File: config.mk
export PLATFORM = sky130hd
export DESIGN_NAME = adc_conversion_control
export DESIGN_NICKNAME = d
export VERILOG_FILES = /design/src/rtl/adc_pkg.sv /design/src/rtl/adc_conversion_control.sv /design/src/rtl/tad_tick_gen.sv /design/src/rtl/sar_engine.sv
export VERILOG_INCLUDE_DIRS = /design/src /design/src/rtl
export SDC_FILE = /design/constraint.sdc
export NUM_CORES = 1
export LEC_CHECK = 0
export ABC_AREA = 1
export BUFFER_PORTS_ARGS = -buffer_cell sky130_fd_sc_hd__buf_2
export CAP_MARGIN = 10
export CELL_PAD_IN_SITES_DETAIL_PLACEMENT = 0
export CELL_PAD_IN_SITES_GLOBAL_PLACEMENT = 1
export CORE_MARGIN = 8
export CORE_UTILIZATION = 33
export DETAILED_ROUTE_END_ITERATION = 10
export PLACE_DENSITY_LB_ADDON = 0.1
export SLEW_MARGIN = 25
export SYNTH_ARGS = -nofsm -noshare
export SYNTH_HDL_FRONTEND = slang
export SYNTH_SLANG_ARGS = --single-unit
File: constraint.sdc
create_clock -name pclk -period 2 [get_ports pclk]
set_clock_uncertainty 0.1 [all_clocks]
set_input_delay 0.2 -clock pclk [delete_from_list [all_inputs] [get_ports pclk]]
set_output_delay 0.2 -clock pclk [all_outputs]
set_load 0.05 [all_outputs]
File: src/rtl/adc_cfg.svh
// constants for the converter control block
// Contract
// - clock select 00/01/10 gives Tosc x2/x8/x32 bit period, 11 the RC clock
// - channel select code N routes analog channel N, codes 0 to 7
// - writing go while powered starts a conversion; go reads 1 while busy
// - on completion load result, clear go, set the done flag
// - main control bit 1 and pin config bits 7..3 read zero
// - all implemented control bits are read/write and reset to zero
// - pin codes 000..011 select all analog or port E digital, RA3 ref
// - code 100 RA0/1/3 analog, 101 RA0/1 with RA3 ref, 11x all digital
// - at least two bit periods after a conversion before acquiring again
// - one conversion takes nine and a half bit periods
// - clearing go mid conversion aborts, result kept, restart after 2 periods
// - conversion runs in sleep only when the RC clock is selected
`ifndef ADC_CFG_SVH
`define ADC_CFG_SVH

// register word indexes; byte address is four times the index
`define IDX_MAIN_CTRL 10'h01F
`define IDX_PIN_CFG 10'h09F
`define IDX_RESULT 10'h01E
`define IDX_IRQ_STATUS 10'h020
`define IDX_IRQ_MASK 10'h021

// field positions of the main control, pin configuration and interrupt registers
`define MAIN_CLKSEL_LSB 6
`define MAIN_CHAN_LSB 3
`define MAIN_GO_BIT 2
`define MAIN_POWER_BIT 0
`define PIN_CFG_LSB 0
`define IRQ_DONE_BIT 0

// reset values
`define MAIN_CTRL_RST 8'h00
`define PIN_CFG_RST 3'h0
`define RESULT_RST 8'h00

// clock select codes
`define CLKSEL_DIV2 2'b00
`define CLKSEL_DIV8 2'b01
`define CLKSEL_DIV32 2'b10
`define CLKSEL_RC 2'b11

// half bit period in core clocks minus one, per select code
`define HALF_DIV2 4'h0
`define HALF_DIV8 4'h3
`define HALF_DIV32 4'hF

// conversion timing in half bit periods: 9.5 periods, 2 periods gap
`define CONV_HALF_PERIODS 5'h13
`define RECOV_HALF_PERIODS 5'h04
`define FIRST_DECIDE 5'h03
`define LAST_DECIDE 5'h11

`endif

File: src/rtl/adc_pkg.sv
// types shared by the converter control modules
package adc_pkg;

  typedef enum logic [2:0] {
    ENG_ACQ = 3'b001,
    ENG_CONV = 3'b010,
    ENG_RECOV = 3'b100
  } eng_state_t;

  // signals toward the analog sample-and-hold and comparator
  typedef struct packed {
    logic converter_enable;
    logic sampling;
    logic [2:0] channel;
    logic [7:0] trial_code;
    logic [7:0] analog_pin_mask;
    logic vref_external;
  } analog_out_t;

  typedef struct packed {
    eng_state_t state;
    logic [4:0] cnt;
    logic [7:0] code;
    logic [7:0] probe;
    logic [7:0] result;
    logic done;
  } eng_reg_t;

  typedef struct packed {
    logic [3:0] cnt;
    logic rc_s1;
    logic rc_s2;
    logic rc_s3;
    logic tick;
  } tick_reg_t;

  typedef struct packed {
    logic [1:0] clk_sel;
    logic [2:0] chan;
    logic go;
    logic power;
    logic [2:0] pin_cfg;
    logic [7:0] result;
    logic done_flag;
    logic done_mask;
    logic irq;
    logic [31:0] prdata;
    logic pready;
    logic pslverr;
    logic [7:0] pin_mask;
    logic vref_ext;
    logic comp_s1;
    logic comp_s2;
    logic sleep_s1;
    logic sleep_s2;
  } top_reg_t;

endpackage : adc_pkg

File: src/rtl/adc_conversion_control.sv
// converter control top with apb register slave and interrupt
//
// Our own choice: the APB interface to the registers.
`timescale 1ns/1ps
module adc_conversion_control
  import adc_pkg::*;
(
  input wire logic pclk,
  input wire logic presetn,
  input wire logic psel,
  input wire logic penable,
  input wire logic pwrite,
  input wire logic [11:0] paddr,
  input wire logic [31:0] pwdata,
  output logic [31:0] prdata,
  output logic pready,
  output logic pslverr,
  input wire logic comparator_pin,
  input wire logic rc_osc_pin,
  input wire logic sleep_pin,
  output logic irq,
  output analog_out_t analog_ctl
);
`include "adc_cfg.svh"

  ////////////////////////////////////////////////////////////////////////////
  // pin function decode, bit n of the mask is channel n

  // returns {vref_external, analog mask} for a pin configuration code
  function automatic logic [8:0] pin_decode(input logic [2:0] code);
    logic [8:0] val;
    val = 9'h000;
    unique case (code)
      // all analog or port E digital, optionally with external ref
      3'b000: val = {1'b0, 8'hFF};
      3'b001: val = {1'b1, 8'hF7};
      3'b010: val = {1'b0, 8'h1F};
      3'b011: val = {1'b1, 8'h17};
      // reduced analog sets, and every pin digital for 11x
      3'b100: val = {1'b0, 8'h0B};
      3'b101: val = {1'b1, 8'h03};
      default: val = 9'h000;
    endcase
    return val;
  endfunction : pin_decode

  // word index of an aligned byte address, all ones when misaligned
  function automatic logic [9:0] word_index(input logic [11:0] addr);
    return (addr[1:0] == 2'b00) ? addr[11:2] : 10'h3FF;
  endfunction : word_index

  ////////////////////////////////////////////////////////////////////////////
  // declarations

  top_reg_t st_reg;
  top_reg_t st_next;
  logic half_tick;
  logic eng_sampling;
  logic [7:0] eng_trial;
  logic [7:0] eng_result;
  logic eng_done;
  logic eng_run;
  logic [9:0] idx;
  logic setup_phase;
  logic wr_take;
  logic [7:0] main_view;
  logic [8:0] pin_dec;

  ////////////////////////////////////////////////////////////////////////////
  // submodules

  // half bit period tick source
  tad_tick_gen u_tick
  (
    .pclk(pclk),
    .presetn(presetn),
    .clk_sel(st_reg.clk_sel),
    .sleep_active(st_reg.sleep_s2),
    .rc_osc_pin(rc_osc_pin),
    .half_tick(half_tick)
  );

  // engine runs only while the converter is powered
  assign eng_run = st_reg.go && st_reg.power;

  // conversion sequencer
  sar_engine u_engine
  (
    .pclk(pclk),
    .presetn(presetn),
    .half_tick(half_tick),
    .run(eng_run),
    .comp_high(st_reg.comp_s2),
    .sampling(eng_sampling),
    .trial_code(eng_trial),
    .result(eng_result),
    .done(eng_done)
  );

  ////////////////////////////////////////////////////////////////////////////
  // bus decode helpers

  // zero wait slave: pready rises in the access cycle after setup
  assign idx = word_index(paddr);
  assign setup_phase = psel && !penable;
  assign wr_take = psel && penable && st_reg.pready && pwrite;

  // bit 1 of the main control register reads zero
  assign main_view = {st_reg.clk_sel, st_reg.chan, st_reg.go, 1'b0,
                      st_reg.power};

  assign pin_dec = pin_decode(st_reg.pin_cfg);

  ////////////////////////////////////////////////////////////////////////////
  // next state
  always_comb
  begin
    st_next = st_reg;

    // two stage synchronisers for pins from outside the clock domain
    st_next.comp_s1 = comparator_pin;
    st_next.comp_s2 = st_reg.comp_s1;
    st_next.sleep_s1 = sleep_pin;
    st_next.sleep_s2 = st_reg.sleep_s1;

    // response is prepared during setup, valid in the access cycle
    st_next.pready = setup_phase;
    st_next.pslverr = 1'b0;
    st_next.prdata = 32'h0000_0000;
    if (setup_phase)
    begin
      unique case (idx)
        `IDX_MAIN_CTRL:
          // go reads back as 1 while a conversion runs
          st_next.prdata = {24'h000000, main_view};
        `IDX_PIN_CFG:
          // upper pin configuration bits read zero
          st_next.prdata = {29'h00000000, st_reg.pin_cfg};
        `IDX_RESULT:
          st_next.prdata = {24'h000000, st_reg.result};
        `IDX_IRQ_STATUS:
          st_next.prdata = {31'h00000000, st_reg.done_flag};
        `IDX_IRQ_MASK:
          st_next.prdata = {31'h00000000, st_reg.done_mask};
        default:
          st_next.pslverr = 1'b1;
      endcase
    end

    // register writes take effect at the access edge
    if (wr_take)
    begin
      unique case (idx)
        `IDX_MAIN_CTRL:
        begin
          st_next.clk_sel = pwdata[`MAIN_CLKSEL_LSB +: 2];
          // channel code selects analog input N
          st_next.chan = pwdata[`MAIN_CHAN_LSB +: 3];
          st_next.power = pwdata[`MAIN_POWER_BIT];
          // a start while powered down is ignored
          // a start is taken only with the converter already on
          st_next.go = pwdata[`MAIN_GO_BIT] && st_reg.power &&
                       pwdata[`MAIN_POWER_BIT];
        end
        `IDX_PIN_CFG:
          st_next.pin_cfg = pwdata[`PIN_CFG_LSB +: 3];
        `IDX_RESULT:
          st_next.result = pwdata[7:0];
        `IDX_IRQ_MASK:
          st_next.done_mask = pwdata[`IRQ_DONE_BIT];
        `IDX_IRQ_STATUS:
        begin
          // only a written one clears the flag, reads leave it
          if (pwdata[`IRQ_DONE_BIT])
            st_next.done_flag = 1'b0;
        end
        default:
          st_next.done_flag = st_reg.done_flag;
      endcase
    end

    // completion loads result, clears go, sets the flag
    if (eng_done)
    begin
      st_next.result = eng_result;
      // a start written in the same cycle is kept for the next round
      if (!(wr_take && idx == `IDX_MAIN_CTRL && pwdata[`MAIN_GO_BIT]))
        st_next.go = 1'b0;
      // set wins over a clear in the same cycle
      st_next.done_flag = 1'b1;
    end

    // power off drops any conversion in flight
    if (!st_next.power)
      st_next.go = 1'b0;

    // registered pin function outputs follow the configuration
    st_next.pin_mask = pin_dec[7:0];
    st_next.vref_ext = pin_dec[8];

    // level interrupt while an enabled flag stands
    st_next.irq = st_next.done_flag && st_next.done_mask;
  end

  ////////////////////////////////////////////////////////////////////////////
  // state register
  always_ff @(posedge pclk or negedge presetn)
  begin
    if (!presetn)
    begin
      // every implemented control bit clears on reset
      st_reg <= '0;
      st_reg.clk_sel <= 2'(`MAIN_CTRL_RST >> `MAIN_CLKSEL_LSB);
      st_reg.pin_cfg <= `PIN_CFG_RST;
      st_reg.result <= `RESULT_RST;
    end
    else
      st_reg <= st_next;
  end

  ////////////////////////////////////////////////////////////////////////////
  // outputs, all from flip-flops except analog sampling, decoded from engine state and power

  assign prdata = st_reg.prdata;
  assign pready = st_reg.pready;
  assign pslverr = st_reg.pslverr;
  assign irq = st_reg.irq;

  // analog side; a powered down converter draws no current
  assign analog_ctl.converter_enable = st_reg.power;
  assign analog_ctl.sampling = eng_sampling && st_reg.power;
  assign analog_ctl.channel = st_reg.chan;
  assign analog_ctl.trial_code = eng_trial;
  assign analog_ctl.analog_pin_mask = st_reg.pin_mask;
  assign analog_ctl.vref_external = st_reg.vref_ext;

endmodule : adc_conversion_control

File: src/rtl/tad_tick_gen.sv
// half bit period tick generator for the converter
`timescale 1ns/1ps
module tad_tick_gen
  import adc_pkg::*;
(
  input wire logic pclk,
  input wire logic presetn,
  input wire logic [1:0] clk_sel,
  input wire logic sleep_active,
  input wire logic rc_osc_pin,
  output logic half_tick
);
`include "adc_cfg.svh"

  tick_reg_t st_reg;
  tick_reg_t st_next;
  logic [3:0] limit;
  logic halted;

  ////////////////////////////////////////////////////////////////////////////
  // divider and rc edge detect
  always_comb
  begin
    st_next = st_reg;
    // bit period source chosen by the select field
    unique case (clk_sel)
      `CLKSEL_DIV2: limit = `HALF_DIV2;
      `CLKSEL_DIV8: limit = `HALF_DIV8;
      default: limit = `HALF_DIV32;
    endcase
    // core oscillator stops in sleep, only the rc clock keeps running
    halted = sleep_active && (clk_sel != `CLKSEL_RC);
    st_next.rc_s1 = rc_osc_pin;
    st_next.rc_s2 = st_reg.rc_s1;
    st_next.rc_s3 = st_reg.rc_s2;
    st_next.tick = 1'b0;
    if (clk_sel == `CLKSEL_RC)
    begin
      // each rc edge is half a bit period
      st_next.cnt = 4'h0;
      st_next.tick = st_reg.rc_s2 ^ st_reg.rc_s3;
    end
    else if (halted)
      st_next.cnt = 4'h0;
    else if (st_reg.cnt >= limit)
    begin
      st_next.cnt = 4'h0;
      st_next.tick = 1'b1;
    end
    else
      st_next.cnt = st_reg.cnt + 4'h1;
  end

  // state register
  always_ff @(posedge pclk or negedge presetn)
  begin
    if (!presetn)
      st_reg <= '0;
    else
      st_reg <= st_next;
  end

  assign half_tick = st_reg.tick;

endmodule : tad_tick_gen

File: src/rtl/sar_engine.sv
// successive approximation sequencer for the converter
`timescale 1ns/1ps
module sar_engine
  import adc_pkg::*;
(
  input wire logic pclk,
  input wire logic presetn,
  input wire logic half_tick,
  input wire logic run,
  input wire logic comp_high,
  output logic sampling,
  output logic [7:0] trial_code,
  output logic [7:0] result,
  output logic done
);
`include "adc_cfg.svh"

  eng_reg_t st_reg;
  eng_reg_t st_next;
  logic [4:0] cnt_inc;
  logic [7:0] kept;

  ////////////////////////////////////////////////////////////////////////////
  // sequencer
  always_comb
  begin
    st_next = st_reg;
    st_next.done = 1'b0;
    cnt_inc = st_reg.cnt + 5'h01;
    // keep the trial bit only when the input is above the trial level
    kept = comp_high ? st_reg.code : (st_reg.code & ~st_reg.probe);
    unique case (st_reg.state)
      ENG_ACQ:
      begin
        if (run)
        begin
          st_next.state = ENG_CONV;
          st_next.cnt = 5'h00;
          st_next.code = 8'h80;
          st_next.probe = 8'h80;
        end
      end
      ENG_CONV:
      begin
        // go cleared: abort, result untouched, recovery gap follows
        if (!run)
        begin
          st_next.state = ENG_RECOV;
          st_next.cnt = 5'h00;
        end
        else if (half_tick)
        begin
          st_next.cnt = cnt_inc;
          if (cnt_inc[0] && cnt_inc >= `FIRST_DECIDE &&
              cnt_inc <= `LAST_DECIDE)
          begin
            st_next.probe = st_reg.probe >> 1;
            st_next.code = kept | (st_reg.probe >> 1);
          end
          // done after nine and a half bit periods
          if (cnt_inc == `CONV_HALF_PERIODS)
          begin
            st_next.result = st_reg.code;
            st_next.done = 1'b1;
            st_next.state = ENG_RECOV;
            st_next.cnt = 5'h00;
          end
        end
      end
      ENG_RECOV:
      begin
        // two bit periods before the hold capacitor reconnects
        if (half_tick)
        begin
          st_next.cnt = cnt_inc;
          if (cnt_inc == `RECOV_HALF_PERIODS)
            st_next.state = ENG_ACQ;
        end
      end
      default:
        st_next.state = ENG_ACQ;
    endcase
  end

  // state register
  always_ff @(posedge pclk or negedge presetn)
  begin
    if (!presetn)
    begin
      st_reg <= '0;
      st_reg.state <= ENG_ACQ;
    end
    else
      st_reg <= st_next;
  end

  assign sampling = (st_reg.state == ENG_ACQ);
  assign trial_code = st_reg.code;
  assign result = st_reg.result;
  assign done = st_reg.done;

endmodule : sar_engine

### Yosys cells after proc, flatten, opt, wreduce, memory -nomap -nowiden

Index checks and enable logic that the tools add are counted.

* bitwise operators: 4
* $lt $le $gt $ge: 3
* reduce and logical (&&, ||, !) cells: 30
* equal/unequal tests: 26
* multiplexer cells: 38
* $add $sub $neg: 2

Operator list (count)
* case mux 9 bit (6 select lines): 1
* two-way mux 8 bit: 6
* case mux 8 bit (5 select lines): 1
* two-way mux 33 bit: 1
* case mux 16 bit (2 select lines): 1
* two-way mux 25 bit: 1
* two-way mux 24 bit: 1
* == test 10 x 5 -> 1 bit, second input constant: 2
* == test 10 x 6 -> 1 bit, second input constant: 2
* two-way mux 9 bit: 2
* two-way mux 16 bit: 1
* two-way mux 15 bit: 1
* case mux 5 bit (3 select lines): 1
* logical AND 1 bit: 14
* two-way mux 1 bit: 12
* two-way mux 4 bit: 3
* == test 10 x 8 -> 1 bit, second input constant: 1
* two-way mux 10 bit: 1
* AND reduction 5 bit: 2
* == test 3 x 2 -> 1 bit, second input constant: 3
* == test 3 bit, second input constant: 3
* case mux 3 bit (3 select lines): 1
* AND 8 bit: 1
* != test 2 x 1 -> 1 bit, second input constant: 4
* 26 further kinds: 37

* logic and storage cells: 132
* input port bits: 52
* output and inout bits: 57
* register bits after elaboration: 109

### Logic depth before layout (Yosys ltp)

* depth in word-level cells: 8
* mapped depth: 13
* depth with buffers taken out: 12

### By module

From an unflattened synthesis, not the netlist that was laid out.

* cells, all modules: 565
* area, all modules: 4626.9 um2

Modules (own cells, without submodules)
* adc_conversion_control: cells an instance 270, seq. area each 1001.0 um2, area an instance 2207.1 um2, instances 1
* sar_engine: cells an instance 250, seq. area each 827.0 um2, area an instance 1996.9 um2, instances 1
* tad_tick_gen: cells an instance 45, seq. area each 200.2 um2, area an instance 422.9 um2, instances 1

### Worst setup path after synthesis

OpenSTA, ideal clock, no wires.

* path type: register -> register
* start: reg u_engine.st_reg[25] in the netlist's numbering
* end: reg u_engine.st_reg, in the netlist u_engine.trial_code[5]
* clock period less this slack: 1703 ps
* cell stages (with the launch flop): 13
* slack: 297 ps
* data required time: 1783 ps
* data arrival time: 1487 ps
* cells stage by stage: dfrtp_1 -> ha_1 -> nand3_1 -> nand2_1 -> nand2_1 -> inv_1 -> nand2_1 -> nand3_2 -> nand2_4 -> nand2_4 -> buf_6 -> nand2_1 -> nand2_1

* word-level cells in the longest chain between the ends: 6

RTL lines
* start, declared: RTL line sar_engine.sv:18 `eng_reg_t st_reg;`
* start signal, assigned: RTL line sar_engine.sv:94 `st_reg <= st_next;`
* adder 5 x 1 -> 5 bit (*): RTL line sar_engine.sv:29 `cnt_inc = st_reg.cnt + 5'h01;`
* greater-or-equal comparator 5 x 2 -> 1 bit (no line)
* logical AND 1 bit (no line)
* logical AND 1 bit (no line) (*)
* != test 2 x 1 -> 1 bit (no line) (*)
* AND reduction 5 bit (no line) (*)

Every way passes the cells marked *; elsewhere a longest branch is shown, timed or not.
A chain may end at the register's enable or synchronous reset.

### Worst setup path after layout

* start: reg u_engine.st_reg[25] in the netlist's numbering
* end: reg u_engine.st_reg[15] in the netlist's numbering

The elaborated chain is that of the path after synthesis.

==> summary.md <==
| Metric | Value |
|---|---|
| DP Worst Slack | 0.104 ns |
| Vias in the first global route | around 3300 |
| Fin crit share | 90.3% |
| # clock sinks | roughly 80 |
| Critical path type | flop to flop |
| Antenna cells | 0 |
| Antenna Nets Post-Route | 0 |
| Pin count of the biggest net entering global routing | 52 |
| Startpoint Class | flop |
| Mapped Avg Cell Area | between 8 and 9 µm² |
| Reg clk slew, reported paths | 0.06 ns |
| Clk Latency, worst-skew pair | 0.34 ns |
| Fill cells | approximately 1400 |
| CTS H-tree depth | 3 |
| Pwr dens | 751 nW/µm² |
| Critical Path RT | 2.13 ns |
| Util after Layout | between 30% and 40% |
| CP endpoint kind | flop |
| Final Non-Filler Cells | just under 800 |
| Mapped Cells | between 500 and 600 |
| Hold Fails Final Rpt | 0 |
| First-pass GRT wire length | 16.6 mm |
| Layout cells sized above 1 | 19.4% |
| Input/output buffers | 60 |
| Area grow syn2layout | 14.9% |
| Drt wl/cell | between 10 and 15 µm |
| #FFs+latches synth | between 80 and 90 |
| Endpoints failing setup | 0 |
| Drt drc | 0 |
| Worst Slack Setup Final | between 0.15 and 0.2 ns |
| Die area | 17400 µm² |
| Fmax | roughly 0.55 GHz |
| Core Box Area | ~13000 µm² |
| DR vias/cell | ~4.3 |
| GRT overflow | 0 |
| R2R Setup Slk | about 0.2 ns |
| LEAKAGE | 2.60 nW |
| Starting Density | roughly a third |
| DR iter-0 viols | approximately 110 |
| DR vias | between 3000 and 4000 |
| Crit Path Max Fanout | 15 |
| Die Y | ~130 µm |
| RSZ-0062 raised after global routing | true |
| Yosys cell types | 34 |
| Cts bufs inserted | 9 |
| Final wirelength | a little under 10 mm |
| CTS max path bufs | 2 |
| Max Slew Vio Count | 0 |
| GRT Overall Usage | between 10% and 20% |
| Nets | 653 |
| GP Congestion | around 0.78 |
| Clock root cell | clkbuf_16 |
| First-pass detailed-route iteration total | 4 |
| Initial antenna violation count | 0 |
| CP arrival | between 1.5 and 2 ns |
| Post-Place Cells | between 700 and 800 |
| Top Ports | approximately 110 |
| Worst hold path type | primary input to flop |
| Post-synthesis sequential area ratio | roughly 46% |
| Die Span X | roughly 130 µm |
| DP HPWL | between 7 and 8 mm |
| Yosys warns | 0 |
| Status | completed |
| Worst vdd ir | approximately 420 µV |
| CTS tree | done |
| Max reg flops | 16 |
| Std cell rows | 42 |
| Final min period | 1.81 ns |
| Cell area after synthesis | between 4000 and 5000 µm² |
| Max cap viols | 0 |
| Post-CTS Setup Bufs | 0 |
-- worst max-delay path: stages (launching register included) --
cell     delay [ns]
dfrtp_1        0.42
ha_2           0.23
nand3_1        0.08
nand2_1        0.05
nand2_1        0.10
inv_1          0.10
nand2_1        0.09
nand3_2        0.10
nand2_4        0.15
nand2_4        0.15
nand2_1        0.09
nand2_1        0.05
-- placed cells by master (no fill, tap or decap), drive strengths merged --
cell / count
xor2: 1
clkbuf: 12
nor2: 54
nor3: 5
inv: 76
ha: 9
xnor2: 2
bufinv: 3
o21bai: 2
and2: 1
nand3: 39
a21oi: 22
buf: 69
nand4: 10
dfstp: 1
clkinv: 3
o21a: 7
a31oi: 1
nand2: 137
o22ai: 3
o21ai: 30
dlygate4sd3: 6
conb: 24
dfrtp: 80
-- logic make-up (layout without fill, tap and decap cells) --
logic type                 after synthesis  count (layout)  share of synthesized area (%)
and+or+nand+nor                        246             246                           25.5
buffers and inverters                  139             169                           17.0
adders and majority gates                9               9                           2.55
other                                    1              24                         0.0848
DFF                                     81              81                           45.8
xor gates and xnor gates                 3               3                          0.594
AOI/OAI and AO/OA                       65              65                           8.48
-- stage by stage --
| step | cell area (µm²) | TNS (ns) | total power, mW | hold WS (ns) |
|---|---|---|---|---|
| 6_report | 5080 | 0 | 3.82 | 0.0267 |
| 2_1_floorplan | 4510 | 0 | 1.86 | -0.196 |
| 5_1_grt | 5080 | -0.00420 | 3.98 | 0.0340 |
| 3_3_place_gp | 4660 | 0 | 1.91 | 0.0735 |
| 3_5_place_dp | 4660 | 0 | 1.91 | 0.0728 |
| 4_1_cts | 5070 | 0 | 3.89 | 0.0198 |
-- cell type report --
type | count | area, µm² | share of cell area, %
inverter | 78 | 295 | 5.81
tap | 176 | 220 | 4.33
clock buffer | 12 | 256 | 5.05
clock inverter | 4 | 98.8 | 1.94
sequential | 81 | 2030 | 39.9
timing repair buffer | 75 | 443 | 8.71
multi-input combinational | 347 | 1740 | 34.3
-- report_power, final --
| part | internal [mW] | switching, mW | total (mW) |
|---|---|---|---|
| clock | 1.29 | 0.643 | 1.93 |
| combinational | 0.0469 | 0.186 | 0.233 |
| sequential | 1.65 | 0.00386 | 1.65 |
-- path summary, 6_finish.rpt --
path                                                 start                               to  depth (start not counted)
max reg2reg                u_engine.st_reg[25]$_DFFE_PN0P_  u_engine.st_reg[15]$_DFFE_PN0P_                         11
min in group asynchronous                          presetn          analog_ctl[0]$_DFF_PN0_                          2
min reg2reg                           st_next[0]$_DFF_PN0_              st_reg[0]$_DFF_PN0_                          0
min                                              pwdata[4]       analog_ctl[18]$_DFFE_PN0N_                          3
max                        u_engine.st_reg[25]$_DFFE_PN0P_  u_engine.st_reg[15]$_DFFE_PN0P_                         11
max in group asynchronous                          presetn  u_engine.st_reg[30]$_DFFE_PN1P_                          3
-- synth_stat cells --
| cell type | n | area share [%] |
|---|---|---|
| clkinv_2 | 2 | 0.23 |
| dfstp_2 | 1 | 0.59 |
| o21ai_4 | 1 | 0.37 |
| nand4_1 | 8 | 1.1 |
| nor2_4 | 4 | 1.0 |
| dfrtp_1 | 80 | 45 |
| buf_6 | 3 | 0.76 |
| xnor2_1 | 2 | 0.40 |
| a21oi_1 | 19 | 2.1 |
| and2_1 | 1 | 0.14 |
| nand2_1 | 131 | 11 |
| nand3_2 | 3 | 0.68 |
| xor2_1 | 1 | 0.20 |
| o21ai_1 | 3 | 0.34 |
| nor2_1 | 46 | 3.9 |
| conb_1 | 1 | 0.085 |
| nand2_2 | 2 | 0.28 |
| inv_1 | 74 | 6.3 |
| inv_2 | 2 | 0.17 |
| clkbuf_1 | 2 | 0.17 |
| nand3_1 | 36 | 4.1 |
| a31oi_1 | 1 | 0.14 |
| o22ai_1 | 3 | 0.42 |
| o21bai_1 | 2 | 0.34 |
| buf_2 | 2 | 0.23 |
| nor2_2 | 4 | 0.57 |
| o21a_1 | 7 | 1.2 |
| buf_4 | 54 | 9.2 |
| ha_1 | 9 | 2.5 |
| nand4_4 | 2 | 0.96 |
| o21ai_0 | 26 | 2.9 |
| nor3_1 | 5 | 0.57 |
| nand2_4 | 4 | 1.0 |
| a21oi_2 | 3 | 0.59 |
-- per-layer routing --
layer / part of all wire, % / track usage (%)
met5: 0 / 0
met3: 5.3 / 4.65
met1: 46 / 13.5
met2: 48 / 19.7
met4: 1.2 / 3.45
-- timing repair --
| action | 4_1_cts | 5_1_grt |
|---|---|---|
| hold endpoints to repair | 35 | 0 |
| endpoints found under the setup margin | 0 | 29 |
| hold buffers | 6 | 0 |
| resized for setup | 0 | 4 |
No activity file was read; power rests on OpenSTA's default activity.
